--- src/hdl/aof_pkg.sv ---
package aof_pkg;
    // sample word width and output bit order, bit 11 is the msb
    localparam int SAMPLE_WIDTH = 12;
    // core clock period in ns
    localparam int CORE_CLK_NS = 8;
    // half of a sample period: the 90 degree clock offset in demuxed mode
    localparam int PHASE_OFFSET_NS = 40;
    // longest time, so it rounds down, never below one cycle
    localparam int PHASE_OFFSET_CYC = (PHASE_OFFSET_NS / CORE_CLK_NS) < 1 ? 1 : (PHASE_OFFSET_NS / CORE_CLK_NS);
    // an output slot spans two phase offsets
    localparam int SLOT_CYC = 2 * PHASE_OFFSET_CYC;
    // least settle time after a power-down release, rounded up
    localparam int WAKE_NS = 1000;
    localparam int WAKE_CYC = (WAKE_NS + CORE_CLK_NS - 1) / CORE_CLK_NS;
    // fifo defaults
    localparam int FIFO_DEPTH = 16;
    // reset values
    localparam logic [SAMPLE_WIDTH-1:0] CODE_RESET = 12'h000;
    localparam logic [7:0] SLOT_COUNT_RESET = 8'h00;
    localparam logic [10:0] WAKE_COUNT_RESET = 11'h000;

    // one converted sample with its over-range status
    typedef struct packed {
        logic overRange;
        logic [SAMPLE_WIDTH-1:0] code;
    } aof_sample_s;

    // one conversion instant for both channels
    typedef struct packed {
        aof_sample_s iSample;
        aof_sample_s qSample;
    } aof_pair_s;

    // output formatter states
    typedef enum logic [1:0] {
        FMT_WAIT,
        FMT_PAIR,
        FMT_HOLD
    } aof_fmt_e;
endpackage

--- src/hdl/aof_formatter.sv ---
// Function
// - forwarded clock quarter rate demuxed, half otherwise
// - both buses launched with forwarded clock
// - I and Q forwarded clocks stay in phase
// - range flag high while input beyond full scale
// - range flag leaves with its own word
// - non-demuxed: one word per sample, later bus
// - demuxed later bus carries second sample of pair
// - non-demuxed mode: earlier buses high impedance
// - demuxed earlier bus carries first sample of pair
// - demuxed only: phase select offsets clock mid-data
// - power-down high stops channel; low resumes later
`timescale 1ns/1ps
`default_nettype none

////////////////////////////////////////////////////////////////////////////////
// simple synchronous fifo, honest full and empty
module aof_fifo #(
    parameter int WIDTH = 26,
    parameter int DEPTH = 16
) (
    // clock and reset
    input wire logic core_clk,
    input wire logic reset,
    // fill side
    input wire logic inValid,
    output logic inReady,
    input wire logic [WIDTH-1:0] inData,
    // drain side
    output logic outValid,
    input wire logic outReady,
    output logic [WIDTH-1:0] outData
);
    localparam int AW = $clog2(DEPTH);

    // storage array
    logic [WIDTH-1:0] mem [DEPTH];
    // pointers carry one extra wrap bit
    logic [AW:0] wrPtr_reg;
    logic [AW:0] rdPtr_reg;
    logic push;
    logic pop;

    assign inReady = (wrPtr_reg - rdPtr_reg) != (AW+1)'(DEPTH);
    assign outValid = wrPtr_reg != rdPtr_reg;
    assign push = inValid && inReady;
    assign pop = outValid && outReady;
    // read word straight from the array, it sits still while waiting
    assign outData = mem[rdPtr_reg[AW-1:0]];

    // write port, no reset needed on the data array
    always_ff @(posedge core_clk)
    begin
        if (push)
        begin
            mem[wrPtr_reg[AW-1:0]] <= inData;
        end
    end

    // pointer update
    always_ff @(posedge core_clk or posedge reset)
    begin
        if (reset)
        begin
            wrPtr_reg <= '0;
            rdPtr_reg <= '0;
        end
        else
        begin
            if (push)
                wrPtr_reg <= wrPtr_reg + 1'b1;
            if (pop)
                rdPtr_reg <= rdPtr_reg + 1'b1;
        end
    end
endmodule

////////////////////////////////////////////////////////////////////////////////
// output formatter: sampling clock in, lvds style buses and forwarded clocks out
module aof_formatter #(
    parameter int SAMPLE_W = aof_pkg::SAMPLE_WIDTH,
    parameter int DEPTH = aof_pkg::FIFO_DEPTH
) (
    // clock and reset
    input wire logic core_clk,
    input wire logic reset,
    // converter side, timed by the sampling clock
    input wire logic sampleClock,
    input wire logic [SAMPLE_W-1:0] iSampleIn,
    input wire logic [SAMPLE_W-1:0] qSampleIn,
    input wire logic iOverRangeIn,
    input wire logic qOverRangeIn,
    output logic sampleReady,
    // control pins
    input wire logic demuxSelectPin,
    input wire logic clockPhaseSelect,
    input wire logic iPowerDown,
    input wire logic qPowerDown,
    // forwarded clocks and range flags
    output logic iForwardedClock,
    output logic qForwardedClock,
    output logic iRangeFlag,
    output logic qRangeFlag,
    // later buses
    output logic [SAMPLE_W-1:0] iLaterBus,
    output logic [SAMPLE_W-1:0] qLaterBus,
    // earlier buses, three-state
    output logic [SAMPLE_W-1:0] iEarlierBus,
    output logic iEarlierBusOe,
    output logic [SAMPLE_W-1:0] qEarlierBus,
    output logic qEarlierBusOe
);
    import aof_pkg::*;

    localparam int PW = 2 * (SAMPLE_W + 1);

    // two-stage synchronisers, stage one is read only by stage two
    logic [PW+4:0] syncA_reg;
    logic [PW+4:0] syncB_reg;
    // previous sampling clock level for edge finding
    logic sclkLast_reg;
    logic sclkFall;
    aof_pair_s inPair;
    aof_pair_s popPair;
    logic popValid;
    logic popReady;
    // channel run state, index 0 is I and 1 is Q
    logic [1:0] active_reg;
    logic [10:0] wakeCnt_reg [2];
    logic [1:0] pdSync;
    // formatter state
    aof_fmt_e state_reg;
    logic [7:0] slotCnt_reg;
    logic demuxMode_reg;
    logic clkPhase_reg;
    aof_pair_s early_reg;
    logic launch;
    logic phase90;
    logic toggleNow;
    // output registers
    logic [SAMPLE_W-1:0] iLater_reg, qLater_reg, iEarly_reg, qEarly_reg;
    logic iFlag_reg, qFlag_reg;

    ////////////////////////////////////////////////////////////////////////////
    // pin synchronisation: everything here comes from outside core_clk
    always_ff @(posedge core_clk or posedge reset)
    begin
        if (reset)
        begin
            syncA_reg <= '0;
            syncB_reg <= '0;
            sclkLast_reg <= 1'b0;
        end
        else
        begin
            syncA_reg <= {sampleClock, demuxSelectPin, clockPhaseSelect, iPowerDown, qPowerDown,
                          iOverRangeIn, iSampleIn, qOverRangeIn, qSampleIn};
            syncB_reg <= syncA_reg;
            sclkLast_reg <= syncB_reg[PW+4];
        end
    end

    // capture on the falling edge, mid-period, where the word is settled
    assign sclkFall = sclkLast_reg && !syncB_reg[PW+4];
    assign inPair = aof_pair_s'(syncB_reg[PW-1:0]);
    assign pdSync = syncB_reg[PW+1:PW];

    ////////////////////////////////////////////////////////////////////////////
    // sample buffer; a full fifo drops the word and shows sampleReady low
    aof_fifo #(
        .WIDTH(PW),
        .DEPTH(DEPTH)
    ) u_fifo (
        .core_clk(core_clk),
        .reset(reset),
        .inValid(sclkFall),
        .inReady(sampleReady),
        .inData(inPair),
        .outValid(popValid),
        .outReady(popReady),
        .outData(popPair)
    );

    ////////////////////////////////////////////////////////////////////////////
    // power-down per channel, with a settle delay on the way back up
    always_ff @(posedge core_clk or posedge reset)
    begin
        if (reset)
        begin
            active_reg <= 2'b00;
            wakeCnt_reg[0] <= WAKE_COUNT_RESET;
            wakeCnt_reg[1] <= WAKE_COUNT_RESET;
        end
        else
        begin
            for (int ch = 0; ch < 2; ch++)
            begin
                if (pdSync[1-ch])
                begin
                    active_reg[ch] <= 1'b0;
                    wakeCnt_reg[ch] <= WAKE_COUNT_RESET;
                end
                else if (!active_reg[ch])
                begin
                    // the channel rejoins only after the full settle time
                    if (wakeCnt_reg[ch] == 11'(WAKE_CYC - 1))
                        active_reg[ch] <= 1'b1;
                    else
                        wakeCnt_reg[ch] <= wakeCnt_reg[ch] + 11'h001;
                end
            end
        end
    end

    ////////////////////////////////////////////////////////////////////////////
    // pairing and pacing state machine
    // pop only while waiting for a word; the hold slot stalls the fifo
    assign popReady = (state_reg == FMT_WAIT) || (state_reg == FMT_PAIR);
    // one word per launch when not demuxed
    assign launch = popValid && ((state_reg == FMT_PAIR) || (state_reg == FMT_WAIT && !demuxMode_reg));
    // offset only counts in demuxed mode
    assign phase90 = syncB_reg[PW+2] && demuxMode_reg;
    // clock edge tied to the launch, at once or half a slot later
    assign toggleNow = (launch && !phase90)
                     || (state_reg == FMT_HOLD && phase90 && slotCnt_reg == 8'(PHASE_OFFSET_CYC - 1));

    always_ff @(posedge core_clk or posedge reset)
    begin
        if (reset)
        begin
            state_reg <= FMT_WAIT;
            slotCnt_reg <= SLOT_COUNT_RESET;
            demuxMode_reg <= 1'b0;
            early_reg <= '0;
        end
        else
        begin
            case (state_reg)
                FMT_WAIT:
                begin
                    // mode only changes between pairs; pin low means demuxed
                    demuxMode_reg <= !syncB_reg[PW+3];
                    slotCnt_reg <= SLOT_COUNT_RESET;
                    if (popValid && demuxMode_reg)
                    begin
                        // first sample of a pair is kept for the earlier bus
                        early_reg <= popPair;
                        state_reg <= FMT_PAIR;
                    end
                    else if (launch)
                        state_reg <= FMT_HOLD;
                end
                FMT_PAIR:
                begin
                    slotCnt_reg <= SLOT_COUNT_RESET;
                    if (launch)
                        state_reg <= FMT_HOLD;
                end
                FMT_HOLD:
                begin
                    // launch cycle plus hold spans exactly one slot
                    // a longer hold would fall behind the sample rate and overrun the fifo
                    if (slotCnt_reg == 8'(SLOT_CYC - 2))
                        state_reg <= FMT_WAIT;
                    else
                        slotCnt_reg <= slotCnt_reg + 8'h01;
                end
                default:
                    state_reg <= FMT_WAIT;
            endcase
        end
    end

    ////////////////////////////////////////////////////////////////////////////
    // shared clock phase: one toggle per launch halves the word rate
    always_ff @(posedge core_clk or posedge reset)
    begin
        if (reset)
            clkPhase_reg <= 1'b0;
        // one edge per word or per pair gives half or quarter rate
        else if (toggleNow)
            clkPhase_reg <= !clkPhase_reg;
    end

    // both clocks gate one common phase, so no alignment pulse exists
    assign iForwardedClock = clkPhase_reg && active_reg[0];
    assign qForwardedClock = clkPhase_reg && active_reg[1];

    ////////////////////////////////////////////////////////////////////////////
    // output word registers, loaded with zero at each launch while a channel is down
    always_ff @(posedge core_clk or posedge reset)
    begin
        if (reset)
        begin
            iLater_reg <= CODE_RESET;
            qLater_reg <= CODE_RESET;
            iEarly_reg <= CODE_RESET;
            qEarly_reg <= CODE_RESET;
            iFlag_reg <= 1'b0;
            qFlag_reg <= 1'b0;
        end
        else if (launch)
        begin
            // later bus takes the word just popped
            iLater_reg <= active_reg[0] ? popPair.iSample.code : CODE_RESET;
            qLater_reg <= active_reg[1] ? popPair.qSample.code : CODE_RESET;
            iEarly_reg <= active_reg[0] ? early_reg.iSample.code : CODE_RESET;
            qEarly_reg <= active_reg[1] ? early_reg.qSample.code : CODE_RESET;
            // flag follows the input condition of the words it goes out with
            // loaded in the same launch as the words
            iFlag_reg <= active_reg[0] && (popPair.iSample.overRange || (demuxMode_reg && early_reg.iSample.overRange));
            qFlag_reg <= active_reg[1] && (popPair.qSample.overRange || (demuxMode_reg && early_reg.qSample.overRange));
        end
    end

    // same twelve bit order on every bus
    assign iLaterBus = iLater_reg;
    assign qLaterBus = qLater_reg;
    assign iEarlierBus = iEarly_reg;
    assign qEarlierBus = qEarly_reg;
    assign iRangeFlag = iFlag_reg;
    assign qRangeFlag = qFlag_reg;
    assign iEarlierBusOe = demuxMode_reg && active_reg[0];
    assign qEarlierBusOe = demuxMode_reg && active_reg[1];

    ////////////////////////////////////////////////////////////////////////////
    // checks
    property p_earlyHiz;
        @(posedge core_clk) disable iff (reset) !demuxMode_reg |-> !iEarlierBusOe && !qEarlierBusOe;
    endproperty
    a_earlyHiz: assert property (p_earlyHiz) else $error("earlier bus driven outside demux");

    property p_inPhase;
        @(posedge core_clk) disable iff (reset) (active_reg == 2'b11) |-> iForwardedClock == qForwardedClock;
    endproperty
    a_inPhase: assert property (p_inPhase) else $error("forwarded clocks out of phase");

    property p_toggle0;
        @(posedge core_clk) disable iff (reset) launch && !phase90 |=> clkPhase_reg != $past(clkPhase_reg);
    endproperty
    a_toggle0: assert property (p_toggle0) else $error("clock did not move with launch");

    property p_toggle90;
        @(posedge core_clk) disable iff (reset)
            launch && phase90 |=> (clkPhase_reg == $past(clkPhase_reg)) ##5 $changed(clkPhase_reg);
    endproperty
    a_toggle90: assert property (p_toggle90) else $error("90 degree edge misplaced");

    property p_spacing;
        @(posedge core_clk) disable iff (reset) launch |=> !launch [*8];
    endproperty
    a_spacing: assert property (p_spacing) else $error("words launched too close");

    property p_flag;
        @(posedge core_clk) disable iff (reset)
            launch && !demuxMode_reg |=> iRangeFlag == $past(popPair.iSample.overRange && active_reg[0]);
    endproperty
    a_flag: assert property (p_flag) else $error("range flag not with its word");

    property p_pairOrder;
        @(posedge core_clk) disable iff (reset) launch && demuxMode_reg && active_reg[0]
            |=> iEarlierBus == $past(early_reg.iSample.code) && iLaterBus == $past(popPair.iSample.code);
    endproperty
    a_pairOrder: assert property (p_pairOrder) else $error("pair order wrong");

    property p_wake;
        @(posedge core_clk) disable iff (reset) $fell(pdSync[1]) |-> !active_reg[0] [*8];
    endproperty
    a_wake: assert property (p_wake) else $error("channel woke too early");

    property p_wakeQ;
        @(posedge core_clk) disable iff (reset) $fell(pdSync[0]) |-> !active_reg[1] [*8];
    endproperty
    a_wakeQ: assert property (p_wakeQ) else $error("q channel woke too early");
endmodule

`default_nettype wire

--- config.mk ---
export PLATFORM = sky130hd
export DESIGN_NAME = aof_formatter
export DESIGN_NICKNAME = d
export VERILOG_FILES = /design/src/hdl/aof_pkg.sv /design/src/hdl/aof_formatter.sv
export SDC_FILE = /design/constraint.sdc
export NUM_CORES = 1
export LEC_CHECK = 0
export BUFFER_PORTS_ARGS = -buffer_cell sky130_fd_sc_hd__buf_2
export CAP_MARGIN = 20
export CORE_ASPECT_RATIO = 2
export CORE_UTILIZATION = 40
export DETAILED_ROUTE_END_ITERATION = 8
export PLACE_DENSITY = 0.63
export SYNTH_ARGS = -nofsm -noshare
export SYNTH_HDL_FRONTEND = slang
export SYNTH_HIERARCHICAL = 1
export SYNTH_SLANG_ARGS = --single-unit
--- constraint.sdc ---
create_clock -name core_clk -period 11.1 [get_ports core_clk]
set_input_delay 3.33 -clock core_clk [delete_from_list [all_inputs] [get_ports core_clk]]
set_output_delay 3.33 -clock core_clk [all_outputs]
set_load 0.1 [all_outputs]
; Yosys cells after proc, flatten, opt, wreduce, memory -nomap -nowiden
; Memories as Yosys holds them, arrays and structs flattened.
; Index checks and enable logic that the tools add are counted.
[classes]
n_addsub = 6
multipliers = 0
order_cmp = 0
shifts = 0
n_eq_ne = 14
mux = 24
div_mod_pow = 0
reduce_logical = 35
bitwise_logic = 0
[ops]
columns = op, n
row1 = $mux W11, 6
row2 = $mux W12, 4
row3 = $add A11 B1 Y11 const B, 2
row4 = $eq A11 B7 Y1 const B, 2
row5 = $logic_and A1 B1 Y1, 18
row6 = $pmux W8 S2, 1
row7 = $add A5 B1 Y5 const B, 2
row8 = $ne A2 B2 Y1 const B, 5
row9 = $add A8 B1 Y8 const B, 1
row10 = $eq A8 B3 Y1 const B, 1
row11 = $eq A8 B4 Y1 const B, 1
row12 = $mux W1, 8
row13 = $mux W8, 1
row14 = $reduce_and A2 Y1, 4
row15 = $mux W2, 3
row16 = $pmux W2 S3, 1
row17 = $logic_not A1 Y1, 5
row18 = $logic_or A1 B1 Y1, 5
row19 = $ne A5 B5 Y1, 1
row20 = $ne A5 B5 Y1 const B, 1
row21 = $sub A5 B5 Y5, 1
row22 = $eq A2 B1 Y1 const B, 1
row23 = $eq A2 B2 Y1 const B, 1
row24 = $logic_not A2 Y1, 1
row25 = other kinds (3), 3
[totals]
regBits = 185
rom_bits = 0
mem_count = 1
latchBits = 0
output_inout_bits = 55
mem_bits_rw = 416
wordCells = 102
in_bits = 33
[mem_list]
columns = memory, words, width, read_ports, rd_clocked_by_memory_dff, write_ports, line
row1 = u_fifo.mem, 16, 26, 1, 0, 1, aof_formatter.sv:37  ; logic [WIDTH-1:0] mem [DEPTH];

; Depth between registers and ports, before layout
[logic_depth]
ltp_word = 7
depth_mapped = 12
depth_no_buf = 8

; By module
; The synthesis kept the hierarchy.
[by_module_without_submodules]
columns = module, instances, cells_per_inst, area_per_inst_um2, seq_area_each_um2
row1 = aof_fifo, 1, 824, 16743.6, 12742.2
row2 = aof_formatter, 1, 534, 6424.9, 4379.2

; Worst setup path after synthesis
; OpenSTA, ideal clock, no wires.
[synth_timing]
kind = register to output
start = reg u_fifo.rdPtr_reg[2]
end = out sampleReady
arrival_ps = 2598
n_path_buf = 5
setup_slack_ps = 5172
required_ps = 7770
stages_incl_launch_ff = 13
cell_sequence = dfrtp_1 -> buf_4 -> buf_2 -> clkinv_1 -> clkbuf_1 -> ha_1 -> buf_6 -> nand2_1 -> o21bai_1 -> a211o_1 -> a21oi_4 -> buf_6 -> inv_2
[synth_via]
elab_chain_len = 2
[synth_lines]
columns = element, line
row1 = start: declaration, aof_formatter.sv:40  ; logic [AW:0] rdPtr_reg;
row2 = start signal: assignment, aof_formatter.sv:73  ; rdPtr_reg <= rdPtr_reg + 1'b1;
row3 = $sub A5 B5 Y5, aof_formatter.sv:44  ; assign inReady = (wrPtr_reg - rdPtr_reg) != (AW+1)'(DEPTH);
row4 = $ne A5 B5 Y1, aof_formatter.sv:44
row5 = end: declaration, aof_formatter.sv:93  ; output logic sampleReady,
; Every way passes these cells.

; Worst setup path after layout
; Ends and elaborated chain as after synthesis.

==> results.md <==
- Status: finished clean
- Postcts setup bufs: 0
- Worst-Skew Late Latency: 0.58 ns
- Sink Count: 601
- CP max FO: 42
- Cell Pwr Density: 238 nW/um2
- GPL Wtd Cong: 0.758
- RSZ-0062 raised after global routing: no
- Clk buf depth: 3
- Starting Density: 40.5%
- Highest clock rate: 124 MHz
- Mean Syn Cell Area: 17.1 um2
- Initial antenna violation count: 0
- Total CTS buffers: 52
- Vias: 11954
- Fin crit period: 8.08 ns
- Fin nets: 1508
- Met2 WL: 27.1 mm
- Worst Hold Slack: 0.338 ns
- Count of unique library cells instantiated by Yosys: 66
- Worst Setup Slack post-DPL: 3.57 ns
- Post-route worst setup slack: 3.02 ns
- Cell Area, Synth: 23200 um2
- Period utilization: 72.8%
- CTS hold repair buffers: 0
- Setup TNS: 0 ns
- Max Cap Viol: 0
- Grt ovf: 0
- Die width: 172 um
- Routed wire per std cell: 21.4 um
- Initial DRC Count: 939
- Met3 WL: 1.79 mm
- Count leader, synth: edfxtp_1
- Asr flop ratio synth: 30.8%
- Startpoint types: flop
- # DRC: 0
- WL met1: 17.9 mm
- Synth cell count leaders: 416 x edfxtp_1, 217 x nand2_1, 185 x dfrtp_1
- Post-synth net total: 1406
- EDFF count, synth: 416
- Die Area: 58900 um2
- Max Used Layer: met4
- Detailed Route WL: 48.4 mm
- Worst Path Arrival: 4.75 ns
- GR Util All Layers: 17.1%
- Final Max Tran Viols: 0
- Final setup violation count: 0
- Worst-path clk slew: 0.07 ns
- DP HPWL: 29.0 mm
- Worst Setup End Kind: output pin
- CTS root buf: clkbuf_16
- FILL cells: 4887
- Worst Tran Pin Value: 0.937 ns
- Post-Layout Cell Count: 2258
- First-pass GRT wire length: 74.6 mm
- Via density: 5.29
- Share of cells above drive strength 1: 24.9%
- Vias in the first global route: 12529
- Clock Skews: 0.0195 ns
- Post-route ant nets: 0
- Row count: 124
- Synth Instances: 1358
- Die extent in y: 342 um
- Peak VDD IR: 0.000143 V
- Crit path kind: reg2out
- Post-synth top flop: edfxtp_1
- Buffers on Ports: 87
- Final core occ: 45.9%
- CTS H-tree depth: 2
- CORE AREA: 57200 um2
- Worst slew margin: 37.5%
- IO Pins: 88
- Max reg flops: 416
- DP Cell Count: 2162
- Layout area overhead: 13.4%
- Synth warnings: 6
- Register area share after synthesis: 73.9%
- Yosys reg bits: 601
- CTS tree: done
- CTS resizes: 0
- Largest net degree at the start of global routing: 114
- Leak: 9.75 nW
- Post-synth top area cell: edfxtp_1
- Detailed Routing Iterations Pass 1: 4
- Antenna cells: 0
- Largest cells by area after synthesis: edfxtp_1 54%, dfrtp_1 20%, mux4_2 10%
- Share of the synthesized area in the top cell type: 53.9%
- Final Hold Viols: 0
- Worst Path Required: 7.77 ns
- Hold Path Class: reg2reg
[metal layers]
layer / track usage, % / vias to the layer above
li1: - / 5338
met2: 32.1 / 281
met5: 0 / -
met4: 6.60 / 0
met3: 2.31 / 101
met1: 19.1 / 6234
[cell type report]
type                            count  area (um2)  share of cell area [%]
Sequential cell                   601       17100                    65.2
Multi-Input combinational cell    661        5690                    21.7
Clock buffer                       58        1350                    5.12
Tap cell                          756         946                    3.60
Timing Repair Buffer              117         661                    2.52
Clock inverter                     38         389                    1.48
Inverter                           27         109                   0.414
[worst paths after layout]
check,from,end,slack [ns],cells past startpoint
worst max-delay path,u_fifo/rdPtr_reg[2]$_DFFE_PP0P_,sampleReady,3.02,9
worst min register to register,syncA_reg[0]$_DFF_PP0_,syncB_reg[0]$_DFF_PP0_,0.34,0
max in group asynchronous,reset,syncB_reg[16]$_DFF_PP0_,6.92,3
min in group asynchronous,reset,u_fifo/rdPtr_reg[3]$_DFFE_PP0P_,2.82,2
worst max register to register,u_fifo/rdPtr_reg[2]$_DFFE_PP0P_,u_fifo/mem[2][4]$_DFFE_PP_,6.04,9
worst min-delay path,syncA_reg[0]$_DFF_PP0_,syncB_reg[0]$_DFF_PP0_,0.34,0
[metrics by stage]
step	area, um2	power, W
finish	26300	0.00625
global route	26300	0.00654
CTS	26300	0.00633
detailed placement	24500	0.00447
global placement	24500	0.00443
floorplan	23200	0.00402
[worst max-delay path, cell delays in order, from the launching register on]
cell and delay, ns:
dfrtp_4 0.86, clkinv_1 0.83, buf_4 0.44, ha_1 0.43
nand2_1 0.12, o21bai_1 0.23, a211o_1 0.38, a21oi_4 0.47
inv_2 0.07, buf_2 0.30
[cell usage in the layout, fill, tap and decap left out, types with 3 or more instances in the layout]
cell type,Yosys,routed
a21o_1,3,3
a21oi_1,11,11
a31oi_1,31,31
and2_1,5,5
and3_1,31,31
buf_2,11,87
buf_4,12,30
bufinv_16,0,7
clkbuf_1,39,5
clkbuf_16,0,53
clkinv_1,1,9
clkinv_2,0,11
clkinv_4,0,4
clkinvlp_4,0,3
dfrtp_1,185,182
edfxtp_1,416,416
ha_1,15,15
inv_1,24,23
inv_6,0,3
mux2_2,28,28
mux2i_1,7,7
mux4_2,104,104
nand2_1,217,217
nand2b_1,4,4
nand3_1,64,64
nand3b_1,3,3
nand4_1,9,9
nor2_1,31,28
nor2_2,0,3
nor2b_1,8,8
nor3_2,0,10
nor4_2,0,3
o21ai_0,6,6
o21bai_1,4,4
o31ai_1,4,4
o41ai_4,3,3
xnor2_1,13,13
xor2_1,5,5
[cell families (layout without fill, tap and decap cells)]
group	count (synthesis)	after routing	synth area share [%]
compound gates	81	81	2.65
fa+ha+maj	15	15	0.810
xor+xnor	19	19	0.751
flops	601	601	73.9
mux	140	140	11.8
simple gates	406	406	8.15
buf+inv	96	240	1.91
[power by group]
part	internal, W	total (W)	leakage [nW]	switching, W
combinational	0.000690	0.00160	2.82	0.000912
sequential	0.00259	0.00279	6.09	0.000207
clock	0.00104	0.00185	0.844	0.000810
total	0.00432	0.00625	9.75	0.00193
(Power assumes the default switching activity.)
